`src/design/eif_map.svh`:
```
// Purpose: offsets, field positions, reset values and timing counts
// Assumes: 125 MHz system clock, 8-bit register port
// Notes:   definitions only
`ifndef EIF_MAP_SVH
`define EIF_MAP_SVH
// ==========================================================
// register offsets
`define EIF_CTL_OFS      8'h37
`define EIF_STAT_OFS     8'h40
`define EIF_MASK_OFS     8'h41
`define EIF_MODE_OFS     8'h42
// ==========================================================
// control fields
`define EIF_NC_BIT       7
`define EIF_PSEL_BIT     6
`define EIF_TRIG_HI      5
`define EIF_TRIG_LO      4
`define EIF_ES3_BIT      3
`define EIF_ES2_BIT      2
`define EIF_ES1_BIT      1
`define EIF_CTL_RST      8'h00
`define EIF_CTL_WMASK    8'hfe
// mode fields
`define EIF_MEN_BIT      0
`define EIF_SLOW_BIT     1
`define EIF_MODE_RST     2'h0
`define EIF_STAT_RST     6'h00
`define EIF_MASK_RST     6'h00
// ==========================================================
// clock rates
`define EIF_CLK_NS       8
`define EIF_HF_NS        16
`define EIF_LF_NS        30518
`define EIF_HF_DIV       (`EIF_HF_NS / `EIF_CLK_NS)
`define EIF_LF_DIV       (`EIF_LF_NS / `EIF_CLK_NS)
// accept counts in ticks of the selected clock
`define EIF_THR_FAST     8'h04
`define EIF_THR_MID      8'h10
`define EIF_THR_NC1      8'h20
`define EIF_THR_NC0      8'h60
`define EIF_THR_LF       8'h02
`endif

```
`src/design/eif_pkg.sv`:
```
// Purpose: shared types of the external interrupt filter
// Assumes: constants live in eif_map.svh
// Notes:   types only
package eif_pkg;
   // ==========================================================
   // register port request
   typedef struct packed {
      logic [7:0] addr;  // register address
      logic [7:0] wdata; // write data
      logic       we;    // write strobe
      logic       re;    // read strobe
   } eif_bus_t;
   // trigger of input four
   typedef enum logic [1:0] {
      EIF_TRIG_RISE  = 2'b00,
      EIF_TRIG_FALL  = 2'b01,
      EIF_TRIG_BOTH  = 2'b10,
      EIF_TRIG_LEVEL = 2'b11
   } eif_trig_t;
   // filtered pin view
   typedef struct packed {
      logic ok;    // filter holds a valid level
      logic level; // filtered level
      logic rise;  // one-cycle rising pulse
      logic fall;  // one-cycle falling pulse
   } eif_flt_t;
endpackage

```
`src/design/eif_filter.sv`:
```
// Purpose: one pin: two-stage synchroniser and pulse-width filter
// Assumes: tick is a one-cycle enable of the timing clock
// Notes:   threshold may change at any time, used at once
`timescale 1ns/10ps
module eif_filter
   import eif_pkg::*;
(
   input  wire logic       clk,
   input  wire logic       rst,
   input  wire logic       pin,
   input  wire logic       tick,
   input  wire logic [7:0] thr,
   output eif_flt_t        flt
);
   // ==========================================================
   // synchroniser
   logic       sync1_r;  // first stage, read by sync2_r only
   logic       sync2_r;  // settled pin level
   logic       lvl_r;    // filtered level
   logic       ok_r;     // level captured after reset
   logic       rise_r;   // rising pulse
   logic       fall_r;   // falling pulse
   logic [7:0] cnt_r;    // ticks of disagreement

   // two flops keep metastability off the counter
   always_ff @(posedge clk) begin
      sync1_r <= pin;
      sync2_r <= sync1_r;
   end

   // ==========================================================
   // width filter
   wire       differ  = sync2_r != lvl_r;
   wire [7:0] cnt_inc = cnt_r + 8'h01;
   wire       accept  = ok_r && differ && tick && (cnt_inc >= thr);

   // any return to the held level restarts the count, so a
   // short glitch never accumulates across several pulses
   always_ff @(posedge clk) begin
      if (rst) begin
         cnt_r <= 8'h00;
      end else if (!differ || accept) begin
         cnt_r <= 8'h00;
      end else if (tick) begin
         cnt_r <= cnt_inc;
      end
   end

   // first cycle after reset takes the pin as is: no edge
   always_ff @(posedge clk) begin
      if (rst) begin
         ok_r  <= 1'b0;
         lvl_r <= 1'b0;
      end else if (!ok_r) begin
         ok_r  <= 1'b1;
         lvl_r <= sync2_r;
      end else if (accept) begin
         lvl_r <= sync2_r;
      end
   end

   // edge pulses
   always_ff @(posedge clk) begin
      if (rst) begin
         rise_r <= 1'b0;
         fall_r <= 1'b0;
      end else begin
         rise_r <= accept && sync2_r;
         fall_r <= accept && !sync2_r;
      end
   end

   assign flt = '{ok: ok_r, level: lvl_r, rise: rise_r, fall: fall_r};
endmodule // eif_filter

```
`src/design/eif_top.sv`:
```
// Purpose: six external interrupt inputs with noise filters
// Assumes: register port is synchronous to clk
// Notes:   status W1C, mask gates one level interrupt
// Function
// - six inputs, each through its own filter
// - pin zero is port after reset
// - pin select low blocks input zero
// - zero and five falling, 2/7 fast-clock window
// - input one window picked by noise bit
// - two to four: 7/25 fast-clock window
// - slow mode: 1/3.5 slow-clock window
// - one to three: edge select bit
// - input four: rise, fall, both, high
// - four level needs rise after reset
// - latch set soon after filtered edge
// - noise bit change acts at once
// - control register at 37h, resets zero
// - zero needs master, flag, pin select
//
// Our own choice: the strobed register port.
`timescale 1ns/10ps
`include "eif_map.svh"
module eif_top
   import eif_pkg::*;
(
   input  wire logic       clk,
   input  wire logic       rst,
   input  eif_bus_t        bus,
   output logic [7:0]      rdata,
   input  wire logic       ext_irq_zero,
   input  wire logic       ext_irq_one,
   input  wire logic       ext_irq_two,
   input  wire logic       ext_irq_three,
   input  wire logic       ext_irq_four,
   input  wire logic       ext_irq_five,
   output logic            irq
);
   // ==========================================================
   // registers
   logic [7:0]  ctl_r;     // ext_int_control
   logic [5:0]  stat_r;    // sticky latches
   logic [5:0]  mask_r;    // individual enable flags
   logic [1:0]  mode_r;    // master enable, slow mode
   logic [7:0]  rdata_r;   // read data, one cycle late
   logic        irq_r;     // interrupt output
   logic        armed_r;   // input four saw a rise
   logic [11:0] lf_cnt_r;  // low clock divider
   logic [3:0]  hf_cnt_r;  // high clock divider
   logic        lf_tick_r; // low clock enable
   logic        hf_tick_r; // high clock enable

   // ==========================================================
   // field views
   wire       nc_bit   = ctl_r[`EIF_NC_BIT];
   wire       pin_sel  = ctl_r[`EIF_PSEL_BIT];
   wire [1:0] trig_raw = ctl_r[`EIF_TRIG_HI:`EIF_TRIG_LO];
   eif_trig_t trig;
   assign trig = eif_trig_t'(trig_raw);
   wire       slow     = mode_r[`EIF_SLOW_BIT];
   wire       men      = mode_r[`EIF_MEN_BIT];

   // ==========================================================
   // clock dividers
   // both timing clocks are enables from clk, so no crossing
   always_ff @(posedge clk) begin
      if (rst) begin
         hf_cnt_r  <= 4'h0;
         hf_tick_r <= 1'b0;
      end else if (hf_cnt_r == 4'(`EIF_HF_DIV - 1)) begin
         hf_cnt_r  <= 4'h0;
         hf_tick_r <= 1'b1;
      end else begin
         hf_cnt_r  <= hf_cnt_r + 4'h1;
         hf_tick_r <= 1'b0;
      end
   end

   // low clock runs even in fast modes; only slow uses it
   always_ff @(posedge clk) begin
      if (rst) begin
         lf_cnt_r  <= 12'h000;
         lf_tick_r <= 1'b0;
      end else if (lf_cnt_r == 12'(`EIF_LF_DIV - 1)) begin
         lf_cnt_r  <= 12'h000;
         lf_tick_r <= 1'b1;
      end else begin
         lf_cnt_r  <= lf_cnt_r + 12'h001;
         lf_tick_r <= 1'b0;
      end
   end

   // in slow mode every pin counts low clock ticks
   wire tick = slow ? lf_tick_r : hf_tick_r;

   // ==========================================================
   // per-pin thresholds
   wire [7:0] thr_one = nc_bit ? `EIF_THR_NC1 : `EIF_THR_NC0;
   wire [7:0] thr_hf [6];
   assign thr_hf[0] = `EIF_THR_FAST;
   assign thr_hf[1] = thr_one;
   assign thr_hf[2] = `EIF_THR_MID;
   assign thr_hf[3] = `EIF_THR_MID;
   assign thr_hf[4] = `EIF_THR_MID;
   assign thr_hf[5] = `EIF_THR_FAST;

   wire [5:0] pins = {ext_irq_five, ext_irq_four, ext_irq_three,
                      ext_irq_two, ext_irq_one, ext_irq_zero};
   eif_flt_t  flt [6];

   // ==========================================================
   // filters, one per pin
   genvar gi;
   generate
      for (gi = 0; gi < 6; gi++) begin : g_pin
         wire [7:0] thr = slow ? `EIF_THR_LF : thr_hf[gi];
         eif_filter u_flt (
            .clk  (clk),
            .rst  (rst),
            .pin  (pins[gi]),
            .tick (tick),
            .thr  (thr),
            .flt  (flt[gi])
         );
      end
   endgenerate

   // ==========================================================
   // trigger decode
   wire es1 = ctl_r[`EIF_ES1_BIT];
   wire es2 = ctl_r[`EIF_ES2_BIT];
   wire es3 = ctl_r[`EIF_ES3_BIT];
   wire ev0 = flt[0].fall && pin_sel;
   wire ev1 = es1 ? flt[1].fall : flt[1].rise;
   wire ev2 = es2 ? flt[2].fall : flt[2].rise;
   wire ev3 = es3 ? flt[3].fall : flt[3].rise;
   wire ev5 = flt[5].fall;
   logic ev4; // input four condition
   // level mode waits for a rise seen after reset
   always_comb begin
      unique case (trig)
         EIF_TRIG_RISE:  ev4 = flt[4].rise;
         EIF_TRIG_FALL:  ev4 = flt[4].fall;
         EIF_TRIG_BOTH:  ev4 = flt[4].rise || flt[4].fall;
         EIF_TRIG_LEVEL: ev4 = flt[4].level && armed_r;
      endcase
   end
   wire [5:0] set_vec = {ev5, ev4, ev3, ev2, ev1, ev0};

   // a pin already high at reset gives no rise, so no arming
   always_ff @(posedge clk) begin
      if (rst) begin
         armed_r <= 1'b0;
      end else if (flt[4].rise) begin
         armed_r <= 1'b1;
      end
   end

   // ==========================================================
   // register decode
   wire hit_ctl  = bus.addr == `EIF_CTL_OFS;
   wire hit_stat = bus.addr == `EIF_STAT_OFS;
   wire hit_mask = bus.addr == `EIF_MASK_OFS;
   wire hit_mode = bus.addr == `EIF_MODE_OFS;
   wire wr_ctl   = bus.we && hit_ctl;
   wire wr_stat  = bus.we && hit_stat;
   wire wr_mask  = bus.we && hit_mask;
   wire wr_mode  = bus.we && hit_mode;

   // control: bit 0 is unused and holds zero
   always_ff @(posedge clk) begin
      if (rst) begin
         ctl_r <= `EIF_CTL_RST;
      end else if (wr_ctl) begin
         ctl_r <= bus.wdata & `EIF_CTL_WMASK;
      end
   end

   // status: write one clears, a new event wins the clear
   wire [5:0] clr_vec  = wr_stat ? bus.wdata[5:0] : 6'h00;
   wire [5:0] stat_nxt = (stat_r & ~clr_vec) | set_vec;
   always_ff @(posedge clk) begin
      if (rst) begin
         stat_r <= `EIF_STAT_RST;
      end else begin
         stat_r <= stat_nxt;
      end
   end

   // mask and mode
   always_ff @(posedge clk) begin
      if (rst) begin
         mask_r <= `EIF_MASK_RST;
         mode_r <= `EIF_MODE_RST;
      end else begin
         if (wr_mask) begin
            mask_r <= bus.wdata[5:0];
         end
         if (wr_mode) begin
            mode_r <= bus.wdata[1:0];
         end
      end
   end

   // ==========================================================
   // interrupt output
   // zero is gated again by pin select so a port pin never asks
   wire [5:0] gate     = {mask_r[5:1], mask_r[0] && pin_sel};
   wire       irq_nxt  = men && |(stat_nxt & gate);
   always_ff @(posedge clk) begin
      if (rst) begin
         irq_r <= 1'b0;
      end else begin
         irq_r <= irq_nxt;
      end
   end
   assign irq = irq_r;

   // ==========================================================
   // read path
   logic [7:0] rd_mux; // selected register
   always_comb begin
      rd_mux = 8'h00; // unmapped reads zero
      if (hit_ctl) begin
         rd_mux = ctl_r;
      end else if (hit_stat) begin
         rd_mux = {2'h0, stat_r};
      end else if (hit_mask) begin
         rd_mux = {2'h0, mask_r};
      end else if (hit_mode) begin
         rd_mux = {6'h00, mode_r};
      end
   end

   // data stand only in the cycle after the strobe
   always_ff @(posedge clk) begin
      if (rst) begin
         rdata_r <= 8'h00;
      end else if (bus.re) begin
         rdata_r <= rd_mux;
      end else begin
         rdata_r <= 8'h00;
      end
   end
   assign rdata = rdata_r;
endmodule // eif_top

```
`config.mk`:
```
export PLATFORM = sky130hd
export DESIGN_NAME = eif_top
export DESIGN_NICKNAME = d
export VERILOG_FILES = /design/src/design/eif_pkg.sv /design/src/design/eif_filter.sv /design/src/design/eif_top.sv
export VERILOG_INCLUDE_DIRS = /design/src /design/src/design
export SDC_FILE = /design/constraint.sdc
export NUM_CORES = 1
export LEC_CHECK = 0
export BUFFER_PORTS_ARGS = -buffer_cell sky130_fd_sc_hd__buf_4
export CAP_MARGIN = 20
export CORE_UTILIZATION = 44
export DETAILED_ROUTE_END_ITERATION = 10
export PLACE_DENSITY_LB_ADDON = 0.2
export SETUP_SLACK_MARGIN = 0.05
export SLEW_MARGIN = 10
export SYNTH_ARGS = -nofsm -noshare
export SYNTH_HDL_FRONTEND = slang
export SYNTH_SLANG_ARGS = --single-unit
export TNS_END_PERCENT = 10
```
`constraint.sdc`:
```
create_clock -name clk -period 2.8 [get_ports clk]
set_input_delay 0.14 -clock clk [delete_from_list [all_inputs] [get_ports clk]]
set_output_delay 0.14 -clock clk [all_outputs]
set_load 0.03 [all_outputs]
```
==> results_tabular.tex <==
\begin{tabular}{lr}
\hline
Metric & Value \\
\hline
\multicolumn{2}{l}{\textbf{Status}} \\
\quad Result of the run & finished clean \\
\multicolumn{2}{l}{\textbf{Setup path}} \\
\quad Delay of the slowest critical-path stage & 0.48 ns \\
\quad CP max FO & 8 \\
\quad Worst setup EP type & flip-flop \\
\quad WP data required & 3.14 ns \\
\quad Kind of cell adding the most delay to the critical path & simple AND/OR/NAND/NOR gates \\
\quad Critical path launch point type & flip-flop \\
\quad Arrival time worst endpoint & between 2 and 3 ns \\
\quad Slowest cell on crit path & sky130\_fd\_sc\_hd\_\_or3\_1 \\
\quad Buffer and inverter count on the worst path & 0 \\
\quad CP Cell Sequence & ha\_1, nand3\_1, xnor2\_1, ha\_1, a211oi\_1, o32a\_1, o21ai\_1, or3\_1, a21oi\_1 \\
\quad CP most frequent cell & sky130\_fd\_sc\_hd\_\_ha\_1 \\
\quad Type of the setup path with the least slack & reg2reg \\
\multicolumn{2}{l}{\textbf{Clock tree}} \\
\quad Clock insertion delay at the later pin of the skew report & 0.41 ns \\
\quad Count of clock tree sinks & 126 \\
\quad Post-CTS repair timing setup buffer count & 0 \\
\quad Clk buf depth & 2 \\
\quad Clock tree from TritonCTS & done \\
\quad Clock buffers created by TritonCTS & 17 \\
\quad Maximum level of the CTS H-tree & 4 \\
\quad Clock Pin Slew Worst Setup and Hold Paths & 0.05 ns \\
\quad Root cell of the clock tree & sky130\_fd\_sc\_hd\_\_clkbuf\_16 \\
\quad Number of cells upsized or downsized after cts & 0 \\
\multicolumn{2}{l}{\textbf{Synthesis}} \\
\quad Syn. warnings & 0 \\
\quad Cell types occupying the most area after synthesis & sky130\_fd\_sc\_hd\_\_dfxtp\_1, sky130\_fd\_sc\_hd\_\_xnor2\_1, sky130\_fd\_sc\_hd\_\_nor2\_1 \\
\quad Top-area cell type share of the netlist area & 42.9\% \\
\quad Synthesized-area fraction occupied by xor and xnor cells & 11.6\% \\
\quad Share of flip-flops with an asynchronous set or reset & 0\% \\
\quad Most used flip-flop cell after synthesis & sky130\_fd\_sc\_hd\_\_dfxtp\_1 \\
\quad Most repeated cell in the gate-level netlist after synthesis & sky130\_fd\_sc\_hd\_\_dfxtp\_1 \\
\quad Area fraction in compound gates after synthesis & 8.66\% \\
\quad Yosys reg bits & 126 \\
\quad Mapped Cells & $\sim$660 \\
\quad Portion of the post-synthesis area used by sequential elements & between 40\% and 50\% \\
\quad Cell variety after synth & 67 \\
\quad Adder-cell area share of the yosys netlist & 4.89\% \\
\quad Synthesized net count & 704 \\
\quad Most frequent cells after synthesis & sky130\_fd\_sc\_hd\_\_dfxtp\_1, sky130\_fd\_sc\_hd\_\_nor2\_1, sky130\_fd\_sc\_hd\_\_nand2\_1 \\
\quad Largest family of logic cells by synthesized area & simple AND/OR/NAND/NOR gates \\
\quad Multiplexer area fraction after synthesis & 5.47\% \\
\quad EDFF count, synth & 0 \\
\quad Post-Synthesis Mean Instance Area & approximately 9.0 um\^{}2 \\
\quad Cell area after synthesis & about 5900 um\^{}2 \\
\quad Simple-gate share of the synthesized area & 23.2\% \\
\quad Largest area contributor in the synthesized netlist & sky130\_fd\_sc\_hd\_\_dfxtp\_1 \\
\multicolumn{2}{l}{\textbf{Timing}} \\
\quad RSZ-0062 raised after global routing & false \\
\quad Highest achievable clock rate & 0.397 GHz \\
\quad Transition time at the pin with the least slew margin & 0.626 ns \\
\quad Setup TNS & 0 ns \\
\quad Max-slew violations & 0 \\
\quad Slew HR & 58.1\% \\
\quad Post-route clock skew & 0.00940 ns \\
\quad Final critical-path required period & 2.52 ns \\
\quad Fin crit share & 89.9\% \\
\quad Setup-violating endpoint count in the final report & 0 \\
\quad Number of failing hold endpoints at the final stage & 0 \\
\multicolumn{2}{l}{\textbf{Hold path}} \\
\quad Class of the most critical hold timing path & in2reg \\
\multicolumn{2}{l}{\textbf{Global route}} \\
\quad Overall global routing resource usage & 18.6\% \\
\quad Largest net degree at the start of global routing & 40 \\
\quad Grt total ovfl & 0 \\
\quad Global-route wire length before repair & 20.8 mm \\
\quad Via count of the first global-routing pass & 4547 \\
\quad Initial antenna violation count & 0 \\
\multicolumn{2}{l}{\textbf{Placed design}} \\
\quad Detailed-placement wirelength estimate & 8.45 mm \\
\quad Final weighted congestion in routability-driven placement & between 0.8 and 0.9 \\
\quad Port Buf Inserts & 34 \\
\quad Number of cells in the design after placement & approximately 850 \\
\multicolumn{2}{l}{\textbf{Cells and area}} \\
\quad Number of nets in the final layout & $\sim$760 \\
\quad Area added between synthesis and finish & 18.3\% \\
\quad \# diodes & 0 \\
\quad Fraction of layout instances using a drive strength above 1 & 9.82\% \\
\quad Finished Layout Cells & 885 \\
\quad Final design utilization & 54.2\% \\
\multicolumn{2}{l}{\textbf{Power and ir drop}} \\
\quad Total power divided by cell area & 594 nW/um\^{}2 \\
\quad LEAKAGE & 2.70 nW \\
\quad Peak VDD IR & 441 uV \\
\multicolumn{2}{l}{\textbf{Floorplanning}} \\
\quad Boundary pin count & 35 \\
\quad Die area & 13800 um\^{}2 \\
\quad Die Y-Extent & 118 um \\
\quad DIE WIDTH & 118 um \\
\quad Initial core utilization & 45.8\% \\
\quad Cell row count & 41 \\
\quad Core area & 12800 um\^{}2 \\
\multicolumn{2}{l}{\textbf{Route}} \\
\quad Average routed wire per standard cell & 13.8 um \\
\quad Count of unresolved DRC violations after routing & 0 \\
\quad Final WL & 12.2 mm \\
\quad Length of the first detailed-routing pass in iterations & 4 \\
\quad Total number of vias & approximately 4600 \\
\quad Number of nets with antenna violations after routing & 0 \\
\quad Starting DRC count in detailed routing & between 200 and 300 \\
\quad Via density & 5.21 \\
\multicolumn{2}{l}{\textbf{Job}} \\
\quad Number of maximum-capacitance violations & 0 \\
\hline
\end{tabular}
==> power breakdown <==
group | leakage, nW | switching [mW] | internal, mW
logic | 1.41 | 0.122 | 0.0952
registers | 1.02 | 0.0318 | 1.83
clock network | 0.264 | 0.707 | 1.35
total | 2.70 | 0.860 | 3.27
==> metal layers <==
layer,track usage (%),part of all wire (%),vias up
li1,-,-,2349
met1,22.0,46,2153
met2,31.7,48,85
met3,4.80,3.9,23
met4,8.25,2.1,0
met5,0,0,-
==> kinds of logic after synthesis <==
| group | after synthesis |
|---|---|
| fa+ha+maj | 23 |
| buf+inv | 42 |
| compound gates | 71 |
| simple gates | 283 |
| flops | 126 |
| mux | 32 |
| xor+xnor | 78 |
==> worst reg2reg max path, delay by kind of cell (launching register included) <==
kind	cells	cell delay, ns
compound gates	4	0.67
xor+xnor	1	0.19
fa+ha+maj	2	0.45
flops	1	0.46
simple gates	2	0.68
==> final cells by class <==
type                    instances  area (um^2)
clock buffers                  24          482
flip-flops and latches        126         2520
clock inverters                 2         60.1
inverters                      22         82.6
multi-input cells             487         3170
well taps                     172          215
repair buffers                 52          425
fillers                      1166         5870
==> through the flow <==
stage	hold slack, ns	setup slack (ns)	power (mW)	area, um^2
CTS	0.0810	0.268	4.18	6960
detailed placement	0.246	0.264	2.10	6270
floorplan	0.168	0.486	2.02	5880
finish	0.0991	0.284	4.13	6960
global placement	0.245	0.392	2.09	6270
global route	0.106	0.132	4.28	6960
==> layout by cell type, fill, tap and decap left out, drive strengths merged, types with 14 or more instances in the layout <==
master	Yosys	final
clkbuf	9	24
xor2	29	29
xnor2	49	49
a21oi	19	19
nand3	27	27
and3	19	19
nor2	105	105
ha	23	23
inv	22	22
nand2	69	69
dfxtp	126	126
mux2i	31	31
dlygate4sd3	0	14
buf	10	38
==> worst paths after layout <==
check                                             from                                   end  slack, ns  depth (start not counted)
hold reg to reg         g_pin[5].u_flt.sync1_r$_DFF_P_        g_pin[5].u_flt.sync2_r$_DFF_P_       0.32                          0
setup / recovery  g_pin[4].u_flt.cnt_r[0]$_SDFFE_PP0P_  g_pin[4].u_flt.cnt_r[1]$_SDFFE_PP0P_       0.28                          9
setup reg to reg  g_pin[4].u_flt.cnt_r[0]$_SDFFE_PP0P_  g_pin[4].u_flt.cnt_r[1]$_SDFFE_PP0P_       0.28                          9
hold / removal                                 bus[16]                   rdata[7]$_SDFF_PP0_        0.1                          3
==> flip-flops by register name (all words and copies together) (netlist names) <==
register,cells
mask_r,6
armed_r,1
g_pin.u_flt.ok_r,1
rdata,8
g_pin.u_flt.sync1_r,6
irq,1
ctl_r,7
g_pin.u_flt.lvl_r,6
g_pin.u_flt.cnt_r,48
mode_r,2
g_pin.u_flt.rise_r,4
hf_cnt_r,4
g_pin.u_flt.sync2_r,6
g_pin.u_flt.fall_r,6
stat_r,6
lf_tick_r,1
hf_tick_r,1
lf_cnt_r,12
==> what timing repair did <==
action | CTS | global route
hold buffers | 14 | 0
endpoints found under the setup margin | 0 | 0
hold endpoints to repair | 20 | 0
No activity file was read; power rests on OpenSTA's default activity.
